**src/hdl/drp_pkg.sv**
```systemverilog
// Purpose: shared constants and types for the DRAM / ROM memory port
// Assumes: single 250 MHz clock; pin buses numbered with bit 0 as the msb
// Notes: timing figures are plain defaults, tune them to the fitted parts
package drp_pkg;

    // ------------------------------------------------------------
    // geometry
    // ------------------------------------------------------------
    localparam int BANKS = 4;
    localparam int LANES = 4;
    localparam int MA_W = 12;
    localparam int MD_W = 32;
    localparam int CNT_W = 8;

    // ------------------------------------------------------------
    // timing, figures in ns, counts derived from the clock rate
    // ------------------------------------------------------------
    localparam int CLK_MHZ = 250;
    localparam int T_ADDR_SETUP_NS = 8;
    localparam int T_RCD_NS = 20;
    localparam int T_CAS_NS = 16;
    localparam int T_RP_NS = 40;
    localparam int T_ROM_ACC_NS = 100;
    localparam int T_ROM_REC_NS = 12;
    // least times, so round up
    localparam int SETUP_CYC = (T_ADDR_SETUP_NS * CLK_MHZ + 999) / 1000;
    localparam int RCD_CYC = (T_RCD_NS * CLK_MHZ + 999) / 1000;
    localparam int CAS_CYC = (T_CAS_NS * CLK_MHZ + 999) / 1000;
    localparam int RP_CYC = (T_RP_NS * CLK_MHZ + 999) / 1000;
    localparam int ROM_CYC = (T_ROM_ACC_NS * CLK_MHZ + 999) / 1000;
    localparam int REC_CYC = (T_ROM_REC_NS * CLK_MHZ + 999) / 1000;
    // the read sample passes two pin flops, strobes must outlast them
    localparam int MIN_STROBE_CYC = 3;

    // ------------------------------------------------------------
    // values after reset
    // ------------------------------------------------------------
    localparam logic [3:0] STROBES_OFF = 4'hF;
    localparam logic [11:0] ADDR_RST = 12'h000;
    localparam logic [31:0] DATA_RST = 32'h0000_0000;

    typedef enum logic [3:0] {
        ST_IDLE, ST_DR_ROW, ST_DR_RAS, ST_DR_COL, ST_DR_CAS, ST_DR_PRE,
        ST_ROM_HI, ST_ROM_LO, ST_ROM_ACC, ST_ROM_REC
    } drp_state_t;

    // one access request from the processor side
    typedef struct packed {
        logic write;
        logic rom;
        logic [1:0] bank;
        logic [3:0] byteEn;
        logic [23:0] addr;
        logic [31:0] wdata;
    } drp_req_t;

endpackage

```
**src/hdl/drp_memory_port.sv**
```systemverilog
// Purpose: pin-level DRAM and ROM/flash access sequencer
// Assumes: requests come from logic on mclk; read data is sampled via two flops
// Notes: one access at a time; byte lane 0 is pin data bits 0..7 (the msb byte)
`timescale 1ns/1ps
module drp_memory_port #(
    parameter int SETUP_CYC = drp_pkg::SETUP_CYC,
    parameter int RCD_CYC = drp_pkg::RCD_CYC,
    parameter int CAS_CYC = drp_pkg::CAS_CYC,
    parameter int RP_CYC = drp_pkg::RP_CYC,
    parameter int ROM_CYC = drp_pkg::ROM_CYC,
    parameter int REC_CYC = drp_pkg::REC_CYC
) (
    input wire logic mclk,
    input wire logic rst,
    input wire drp_pkg::drp_req_t req,
    input wire logic reqValid,
    output logic reqReady,
    output logic rspValid,
    output logic [31:0] rspData,
    output logic [0:3] rasN,
    output logic [0:3] casN,
    output logic weN,
    output logic [0:3] rom_bank_select_n,
    output logic rom_high_addr_latch,
    output logic flash_write_en_n,
    output logic rom_output_en_n,
    output logic [0:11] mem_addr_bus,
    input wire logic [0:31] mem_data_bus_in,
    output logic [0:31] mem_data_bus_out,
    output logic mem_data_bus_oe_n
);

    // ------------------------------------------------------------
    // parameter checks
    // ------------------------------------------------------------
    initial begin
        if (SETUP_CYC < 1 || RCD_CYC < 1 || RP_CYC < 1 || REC_CYC < 1 ||
            CAS_CYC < drp_pkg::MIN_STROBE_CYC || ROM_CYC < drp_pkg::MIN_STROBE_CYC ||
            CAS_CYC > 255 || ROM_CYC > 255 || RP_CYC > 255 || RCD_CYC > 255 ||
            SETUP_CYC > 255 || REC_CYC > 255) begin
            $error("drp_memory_port: timing count out of range");
        end
    end

    function automatic logic [0:3] bankSel(input logic [1:0] b);
        logic [0:3] s;
        s = drp_pkg::STROBES_OFF;
        s[b] = 1'b0;
        return s;
    endfunction

    drp_pkg::drp_state_t state;
    drp_pkg::drp_state_t next_state;
    drp_pkg::drp_req_t cur;
    drp_pkg::drp_req_t op;
    logic [drp_pkg::CNT_W-1:0] cnt;
    logic [drp_pkg::CNT_W-1:0] limit;
    logic stepDone;
    logic take;
    logic [0:31] mdMeta;
    logic [0:31] mdSync;

    // ------------------------------------------------------------
    // reset: asserts at once, releases on mclk so no flop sees a late edge
    // ------------------------------------------------------------
    logic rstMeta;
    logic rstSync;

    always_ff @(posedge mclk or posedge rst) begin
        if (rst) begin
            rstMeta <= 1'b1;
            rstSync <= 1'b1;
        end else begin
            rstMeta <= 1'b0;
            rstSync <= rstMeta;
        end
    end

    assign take = reqValid && reqReady;
    assign op = take ? req : cur;
    assign stepDone = (cnt == limit);

    // ------------------------------------------------------------
    // sequencer
    // ------------------------------------------------------------
    always_comb begin
        unique case (state)
            drp_pkg::ST_DR_ROW, drp_pkg::ST_DR_COL, drp_pkg::ST_ROM_LO:
                limit = drp_pkg::CNT_W'(SETUP_CYC - 1);
            drp_pkg::ST_DR_RAS: limit = drp_pkg::CNT_W'(RCD_CYC - 1);
            drp_pkg::ST_DR_CAS: limit = drp_pkg::CNT_W'(CAS_CYC - 1);
            drp_pkg::ST_DR_PRE: limit = drp_pkg::CNT_W'(RP_CYC - 1);
            drp_pkg::ST_ROM_ACC: limit = drp_pkg::CNT_W'(ROM_CYC - 1);
            drp_pkg::ST_ROM_REC: limit = drp_pkg::CNT_W'(REC_CYC - 1);
            default: limit = '0;
        endcase
    end

    always_comb begin
        next_state = state;
        unique case (state)
            drp_pkg::ST_IDLE: begin
                if (take) begin
                    next_state = req.rom ? drp_pkg::ST_ROM_HI : drp_pkg::ST_DR_ROW;
                end
            end
            drp_pkg::ST_DR_ROW: if (stepDone) next_state = drp_pkg::ST_DR_RAS;
            drp_pkg::ST_DR_RAS: if (stepDone) next_state = drp_pkg::ST_DR_COL;
            drp_pkg::ST_DR_COL: if (stepDone) next_state = drp_pkg::ST_DR_CAS;
            drp_pkg::ST_DR_CAS: if (stepDone) next_state = drp_pkg::ST_DR_PRE;
            drp_pkg::ST_DR_PRE: if (stepDone) next_state = drp_pkg::ST_IDLE;
            drp_pkg::ST_ROM_HI: next_state = drp_pkg::ST_ROM_LO;
            drp_pkg::ST_ROM_LO: if (stepDone) next_state = drp_pkg::ST_ROM_ACC;
            drp_pkg::ST_ROM_ACC: if (stepDone) next_state = drp_pkg::ST_ROM_REC;
            drp_pkg::ST_ROM_REC: if (stepDone) next_state = drp_pkg::ST_IDLE;
            default: next_state = drp_pkg::ST_IDLE;
        endcase
    end

    // reset is the processor's, active high
    always_ff @(posedge mclk or posedge rstSync) begin
        if (rstSync) begin
            state <= drp_pkg::ST_IDLE;
            cnt <= '0;
            cur <= '0;
            reqReady <= 1'b0;
        end else begin
            state <= next_state;
            cnt <= (next_state != state) ? '0 : cnt + 1'b1;
            if (take) begin
                cur <= req;
            end
            reqReady <= (next_state == drp_pkg::ST_IDLE) && !take;
        end
    end

    // ------------------------------------------------------------
    // DRAM strobes, driven from next_state so pins are registered
    // ------------------------------------------------------------
    always_ff @(posedge mclk or posedge rstSync) begin
        if (rstSync) begin
            rasN <= drp_pkg::STROBES_OFF;
            casN <= drp_pkg::STROBES_OFF;
            weN <= 1'b1;
        end else begin
            // only the requested bank ever goes low
            rasN <= (next_state inside {drp_pkg::ST_DR_RAS, drp_pkg::ST_DR_COL,
                    drp_pkg::ST_DR_CAS}) ? bankSel(op.bank) : drp_pkg::STROBES_OFF;
            casN <= (next_state == drp_pkg::ST_DR_CAS) ? ~op.byteEn
                    : drp_pkg::STROBES_OFF;
            // early write: enable is low before the column strobe falls
            weN <= !(op.write && next_state inside {drp_pkg::ST_DR_COL,
                    drp_pkg::ST_DR_CAS});
        end
    end

    // ------------------------------------------------------------
    // ROM / flash controls
    // ------------------------------------------------------------
    always_ff @(posedge mclk or posedge rstSync) begin
        if (rstSync) begin
            rom_bank_select_n <= drp_pkg::STROBES_OFF;
            rom_high_addr_latch <= 1'b0;
            flash_write_en_n <= 1'b1;
            rom_output_en_n <= 1'b1;
        end else begin
            rom_bank_select_n <= (next_state inside {drp_pkg::ST_ROM_LO,
                    drp_pkg::ST_ROM_ACC}) ? bankSel(op.bank) : drp_pkg::STROBES_OFF;
            rom_high_addr_latch <= (next_state == drp_pkg::ST_ROM_HI);
            flash_write_en_n <= !(op.write && next_state == drp_pkg::ST_ROM_ACC);
            rom_output_en_n <= !(!op.write && next_state == drp_pkg::ST_ROM_ACC);
        end
    end

    // ------------------------------------------------------------
    // address bus: row/high half first, column/low half after
    // ------------------------------------------------------------
    always_ff @(posedge mclk or posedge rstSync) begin
        if (rstSync) begin
            mem_addr_bus <= drp_pkg::ADDR_RST;
        end else begin
            unique case (next_state)
                drp_pkg::ST_DR_ROW, drp_pkg::ST_DR_RAS, drp_pkg::ST_ROM_HI:
                    mem_addr_bus <= op.addr[23:12];
                drp_pkg::ST_DR_COL, drp_pkg::ST_DR_CAS, drp_pkg::ST_ROM_LO,
                drp_pkg::ST_ROM_ACC, drp_pkg::ST_ROM_REC:
                    mem_addr_bus <= op.addr[11:0];
                default: mem_addr_bus <= mem_addr_bus;
            endcase
        end
    end

    // ------------------------------------------------------------
    // shared data bus
    // ------------------------------------------------------------
    // data held one state past the write strobe for hold time
    always_ff @(posedge mclk or posedge rstSync) begin
        if (rstSync) begin
            mem_data_bus_out <= drp_pkg::DATA_RST;
            mem_data_bus_oe_n <= 1'b1;
        end else begin
            mem_data_bus_out <= op.wdata;
            mem_data_bus_oe_n <= !(op.write && next_state inside {drp_pkg::ST_DR_COL,
                    drp_pkg::ST_DR_CAS, drp_pkg::ST_DR_PRE, drp_pkg::ST_ROM_LO,
                    drp_pkg::ST_ROM_ACC, drp_pkg::ST_ROM_REC});
        end
    end

    // pin data is asynchronous to us, so two flops before use
    always_ff @(posedge mclk or posedge rstSync) begin
        if (rstSync) begin
            mdMeta <= drp_pkg::DATA_RST;
            mdSync <= drp_pkg::DATA_RST;
        end else begin
            mdMeta <= mem_data_bus_in;
            mdSync <= mdMeta;
        end
    end

    // sample at the last strobe cycle, after the sync latency
    always_ff @(posedge mclk or posedge rstSync) begin
        if (rstSync) begin
            rspValid <= 1'b0;
            rspData <= drp_pkg::DATA_RST;
        end else begin
            rspValid <= 1'b0;
            if (!cur.write && stepDone &&
                (state == drp_pkg::ST_DR_CAS || state == drp_pkg::ST_ROM_ACC)) begin
                rspValid <= 1'b1;
                rspData <= mdSync;
            end
        end
    end
endmodule

```
**config.mk**
```make
export PLATFORM = sky130hd
export DESIGN_NAME = drp_memory_port
export DESIGN_NICKNAME = d
export VERILOG_FILES = /design/src/hdl/drp_pkg.sv /design/src/hdl/drp_memory_port.sv
export SDC_FILE = /design/constraint.sdc
export NUM_CORES = 1
export LEC_CHECK = 0
export BUFFER_PORTS_ARGS = -buffer_cell sky130_fd_sc_hd__clkbuf_2
export CAP_MARGIN = 20
export CORE_UTILIZATION = 35
export CTS_BUF_LIST = sky130_fd_sc_hd__clkbuf_16
export DETAILED_ROUTE_END_ITERATION = 10
export GPL_TIMING_DRIVEN = 0
export REMOVE_ABC_BUFFERS = 1
export SYNTH_ARGS = -nofsm -noshare
export SYNTH_HDL_FRONTEND = slang
export SYNTH_SLANG_ARGS = --single-unit
```
**constraint.sdc**
```tcl
create_clock -name mclk -period 7.4 [get_ports mclk]
set_clock_uncertainty 0.2 [all_clocks]
set_input_delay 0.37 -clock mclk [delete_from_list [all_inputs] [get_ports mclk]]
set_output_delay 0.37 -clock mclk [all_outputs]
set_load 0.02 [all_outputs]
```
Word-level counts from Yosys, hierarchy flattened
Memories as Yosys holds them, arrays and structs flattened.
Cells that the tools add are included.
W data, S select, Z words.
{ "op_classes": {"n_mux": 19, "n_reduce_logical": 27, "n_eq_ne": 20, "n_shift": 0, "n_mul": 0, "div_mod_pow": 0, "order_cmp": 2, "add_sub_neg": 1, "bitwise": 3} }
{ "ops": {"columns": ["op", "count"], "rows": [
  ["$mux W64", 1],
  ["$mux W4", 11],
  ["$pmux W4 S9", 1],
  ["$eq A4 B3 Y1 const B", 8],
  ["$pmux W12 S2", 1],
  ["$eq A4 B2 Y1 const B", 4],
  ["$eq A4 B4 Y1 const B", 4],
  ["$logic_and A1 B1 Y1", 9],
  ["$add A8 B1 Y8 const B", 1],
  ["$eq A4 B1 Y1 const B", 2],
  ["$eq A8 B8 Y1", 1],
  ["$logic_not A4 Y1", 2],
  ["$mux W8", 1],
  ["$not A4 Y4", 2],
  ["$logic_not A1 Y1", 7],
  ["$reduce_bool A2 Y1", 3],
  ["$reduce_bool A6 Y1", 1],
  ["$reduce_or A5 Y1", 1],
  ["$ne A4 B4 Y1", 1],
  ["$ge A3 B3 Y1 const B", 1],
  ["$lt A3 B1 Y1 const B", 1],
  ["$mux W3", 1],
  ["$not A2 Y3", 1],
  ["$reduce_bool A3 Y1", 1],
  ["other kinds (5)", 6]
]} }
{ "word_totals": {"mem_bits_rw": 0, "ff_bits": 205, "mem_count": 1, "input_bits": 99, "output_inout_bits": 95, "latchBits": 0, "elab_cells": 97, "romBits": 80} }
{ "memory_table": {"columns": ["memory", "words", "width", "rd", "rd_ports_with_merged_regs", "write_ports", "line", "rtl"], "rows": [
  ["(no name shown)", 16, 5, 1, 0, 0, "drp_memory_port.sv:87", "unique case (state)"]
]} }

Longest topological paths before layout
{ "depth": {"ltp_word": 9, "depth_mapped": 13, "mapped_depth_nobuf": 9} }

Worst setup path after synthesis
Ideal clock, no wire load.
{ "synth_timing": {"path_kind": "reg-to-reg", "startpoint": "register state[2]", "endpoint": "register rspData[10]", "path_stages_with_launch": 12, "synth_period_minus_slack_ns": 2.746, "setup_ns": 0.125, "arrival_ns": 2.422, "path_buffers": 4, "path_slack_ns": 4.654, "t_required_ns": 7.075, "path_cell_list": "dfrtp_1 > buf_6 > or2_1 > o21ai_1 > nor4b_4 > o2111ai_2 > buf_6 > nor2_2 > and4bb_2 > buf_2 > buf_2 > mux2_2"} }
{ "synth_between": {"elab_chain_cells": 4, "elab_cells_between_ends": 7, "cone_classes": "3 x eq/ne; 3 x reduce/logical; 1 x memory"} }
{ "synth_rtl": {"columns": ["element", "line", "rtl"], "rows": [
  ["start: declaration", "drp_memory_port.sv:52", "drp_pkg::drp_state_t state;"],
  ["start signal: assignment", "drp_memory_port.sv:123", "state <= drp_pkg::ST_IDLE;"],
  ["start signal: assignment", "drp_memory_port.sv:128", "state <= next_state;"],
  ["$mem_v2 Z16 W5", null, null],
  ["$eq A8 B8 Y1", "drp_memory_port.sv:81", "assign stepDone = (cnt == limit);"],
  ["$logic_and A1 B1 Y1", "drp_memory_port.sv:227", "if (!cur.write && stepDone &&"],
  ["$logic_and A1 B1 Y1 (*)", "drp_memory_port.sv:227", null],
  ["end signal: assignment", "drp_memory_port.sv:224", "rspData <= drp_pkg::DATA_RST;"],
  ["end signal: assignment", "drp_memory_port.sv:230", "rspData <= mdSync;"],
  ["end: declaration", "drp_memory_port.sv:19", "output logic [31:0] rspData,"]
]} }
Every way passes the cells marked *; elsewhere a longest branch is shown, timed or not.
A chain may end at the register's enable or synchronous reset.

Final worst setup path
{ "layout_timing": {"startpoint": "register state[3]", "endpoint": "register mem_addr_bus[0] in the netlist's numbering"} }
{ "layout_between": {"elab_chain_cells": 7, "elab_cells_between_ends": 34, "cone_classes": "18 x eq/ne; 10 x mux; 5 x reduce/logical; 1 x memory"} }
{ "layout_rtl": {"columns": ["element", "line", "rtl"], "rows": [
  ["$mem_v2 Z16 W5", null, null],
  ["$eq A8 B8 Y1", "drp_memory_port.sv:81", null],
  ["$mux W4 (tied with other cells)", "drp_memory_port.sv:111, drp_memory_port.sv:115", null],
  ["$pmux W4 S9 (*)", "drp_memory_port.sv:101", "unique case (state)"],
  ["$eq A4 B2 Y1 (tied with other cells)", "drp_memory_port.sv:182", "unique case (next_state)"],
  ["$reduce_or A5 Y1 or $reduce_or A3 Y1 (tied branches)", "drp_memory_port.sv:182", null],
  ["$pmux W12 S2 or $reduce_bool A2 Y1 (tied branches)", null, null],
  ["end signal: assignment", "drp_memory_port.sv:180", "mem_addr_bus <= drp_pkg::ADDR_RST;"],
  ["end signal: assignment", "drp_memory_port.sv:184", "mem_addr_bus <= op.addr[23:12];"],
  ["end signal: assignment", "drp_memory_port.sv:187", "mem_addr_bus <= op.addr[11:0];"],
  ["end: declaration", "drp_memory_port.sv:27", "output logic [0:11] mem_addr_bus,"]
]} }
Marked as above.

==> impl_results.md <==
- Outcome: complete, no violations
- Crit path arrival time: 4.12 ns
- Dominant synthesized flop cell: dfrtp_1
- Total of max-cap violations: 0
- Dominant cells by area after synthesis: dfrtp_1 60%, mux2_2 12%, dfstp_2 6.1%, nand2_1 3.5%, buf_4 3.2%
- Post-synth cell types: 58
- Clock Tree Root: clkbuf_16
- Max clock buf depth: 3
- WHS: 0.106 ns
- Vias per inst: 4.61
- EDFF count, synth: 0
- Drt total wl: 17.0 mm
- Final nets: 936
- Worst R2R Setup Slack: 3.47 ns
- HPWL after DPL: 10.7 mm
- Syn Std Cell Area: 7740 um^2
- Final Core Density: 0.480
- Avg Cell Area, Syn: 13.4 um^2
- Placed instance area: 8760 um^2
- Synth Area in Adders: 0.00162
- GR Util All Layers: 0.148
- Worst EP required: 7.58 ns
- Overall die area: 22700 um^2
- Pleak: 4.97 nW
- Grt ovf: 0
- P&R area growth vs syn: 34.7%
- Synth Area in Simple Gates: 0.0782
- Critical R2R Capture: mem_addr_bus[0]
- Dpl ws: 3.48 ns
- Worst hold path type: reg2async
- Reg-to-reg startpoint: state[3]
- Inserted Clock Buffers: 23
- Crit-path max FO: 24
- Sequential cell area fraction in the yosys report: 0.662
- Slew @ Worst Pin: 1.05 ns
- Crit path buffers/inverters: 0
- Syn Inst Count: 577
- Multiplexer area fraction after synthesis: 0.120
- First-pass DRT Iterations: 4
- Final hold violation count: 0
- DRT iter0 DRCs: 193
- Clock latency on the worst-skew pair: 0.51 ns
- Slowest cell delay on critical path: 0.83 ns
- Rel. slew slack: 0.300
- Initial antenna violation count: 0
- Port Buf Inserts: 193
- Count of pins over their slew limit: 0
- Fmax: 0.254 GHz
- Largest net degree at the start of global routing: 129
- Delay-heaviest family, CP: compound AO/OA/AOI/OAI gates
- YS warnings: 0
- Area share of the largest cell type after synthesis: 0.601
- Post-synthesis xor/xnor area fraction: 0.00679
- CP Cell Sequence: nand2b_1, o21ai_0, a21oi_1, o2111ai_2, o21ai_0, a2111o_1, o21ai_2, a41o_1, o21ai_0
- Synth Area in Compound Gates: 0.0758
- Tot Pwr: 4.50 mW
- IO Pins: 194
- Seq cells post-synth: 204
- Cell area power density: 432 nW/um^2
- Crit end category: register
- Die X: 151 um
- Post-synth top area cell: dfrtp_1
- Largest family of logic cells by synthesized area: multiplexers
- First-pass GRT wire length: 26.5 mm
- RSZ-0062 raised after global routing: false
- Maximum vdd ir drop: 0.147 mV
- Post-synth ARST share: 1.00
- Post-Layout Inst Area: 10400 um^2
- Vias in the first global route: 5057
- Worst-path clk slew: 0.06 ns
- CTS tree: yes
- Final min period: 3.93 ns
- Layout cell share with drive strength beyond 1: 0.407
- Starting Density: 0.356
- RePlAce Congestion: 0.812
- Core ar.: 21800 um^2
- R2R cell count: 9
- Row cnt: 54
- Clk sinks: 204
- DR vias: 5227
- Post-route setup slack: 3.47 ns
- Crit path kind: reg2reg
- Antenna-violating nets left: 0
- DRC: 0
- CP max stage cell: o21ai_2
- Ant. Diodes: 0
- H-tree levels: 1
- Endpoints failing setup: 0
- Top cell by count, worst path: o21ai_0
- Die height: 151 um
- WL per Instance: 15.0 um
- Worst Setup Start Kind: register
- Crit share post-route: 0.532
==> cells in the mapped netlist, drive strengths merged (2+ instances only) <==
library cell and n:
a41o 12, a31oi 4, nor2 26, dfrtp 186, inv 9, clkbuf 7
or2 2, dfstp 18, nand2 72, nand2b 5, nand3 7, mux2 81
and3 3, o21ai 25, a21oi 16, mux2i 2, or3 2, buf 52
and2 2, nand4 3, xor2 5, o22ai 6, nor3 6, o311ai 2
==> layout by cell type (no fill, tap or decap), drive strengths merged, types with 3 or more instances in the layout <==
master	netlist	layout
buf	52	3
xor2	5	5
a21oi	16	16
nand2b	5	5
o21ai	25	25
inv	9	17
dfrtp	186	186
nand4	3	3
o22ai	6	6
clkinv	0	8
dlygate4sd3	0	97
a41o	12	12
mux2	81	81
dfstp	18	18
and3	3	3
a31oi	4	4
nand3	7	7
nor2	26	26
nand2	72	72
nor3	6	6
clkbuf	7	216
==> layout make-up <==
class	count	area (um^2)
well taps	280	350
clock buffers	23	576
repair buffers	293	2010
inverters	9	41.3
multi-input cells	305	2200
fillers	1958	11300
flip-flops and latches	204	5130
clock inverters	19	128
==> logic make-up after synthesis <==
logic type | Yosys count
buffers and inverters | 68
XOR/XNOR | 6
multiplexers | 83
flip-flops | 204
AND/OR/NAND/NOR | 133
other | 1
adder cells (fa/ha/maj) | 1
AO/OA/AOI/OAI | 81
==> flip-flops by register name, indices dropped and copies added (netlist names) <==
register             flops
mdMeta                  32
mdSync                  32
mem_data_bus_out        32
rspData                 32
cur                     31
mem_addr_bus            12
cnt                      8
casN                     4
rasN                     4
rom_bank_select_n        4
state                    4
flash_write_en_n         1
mem_data_bus_oe_n        1
reqReady                 1
rom_high_addr_latch      1
rom_output_en_n          1
rspValid                 1
rstMeta                  1
rstSync                  1
weN                      1
==> power breakdown <==
| part | internal (mW) | total [mW] | switching, mW |
|---|---|---|---|
| combinational | 0.724 | 1.77 | 1.05 |
| clock | 0.603 | 1.05 | 0.444 |
| sequential | 1.49 | 1.68 | 0.189 |
| total | 2.82 | 4.50 | 1.68 |
==> how the worst max path moves through the flow <==
stage                                   end  slack (ns)  startpoint  depth (start not counted)
after global placement              cur[35]       -0.90     rstSync                          1
after detailed placement    mem_addr_bus[0]        3.48    state[3]                          9
final                       mem_addr_bus[0]        3.47    state[3]                          9
after global routing      mem_data_bus_oe_n        3.08    state[3]                          9
after floorplan                      cnt[0]        1.39     rstSync                          1
after CTS                   mem_addr_bus[0]        3.49    state[3]                          9
==> timing repair <==
item / 4_1_cts / 5_1_grt
gates resized for setup: 0 / 0
hold endpoints to repair: 104 / 0
buffers inserted: 0 / 0
hold buffers: 97 / 0
==> metrics by stage <==
| stage | instances | setup TNS [ns] |
|---|---|---|
| global route | 1133 | 0 |
| finish | 1133 | 0 |
| global placement | 991 | -164.39 |
| floorplan | 518 | 0 |
| detailed placement | 994 | 0 |
| CTS | 1133 | 0 |
==> metal layers <==
metal	global-route usage	share of wire	up-vias
met5	0	0	-
met3	0.0336	0.062	29
met1	0.198	0.44	2579
met2	0.241	0.48	146
li1	-	-	2473
met4	0.0375	0.022	0
No activity file was read; power rests on OpenSTA's default activity.
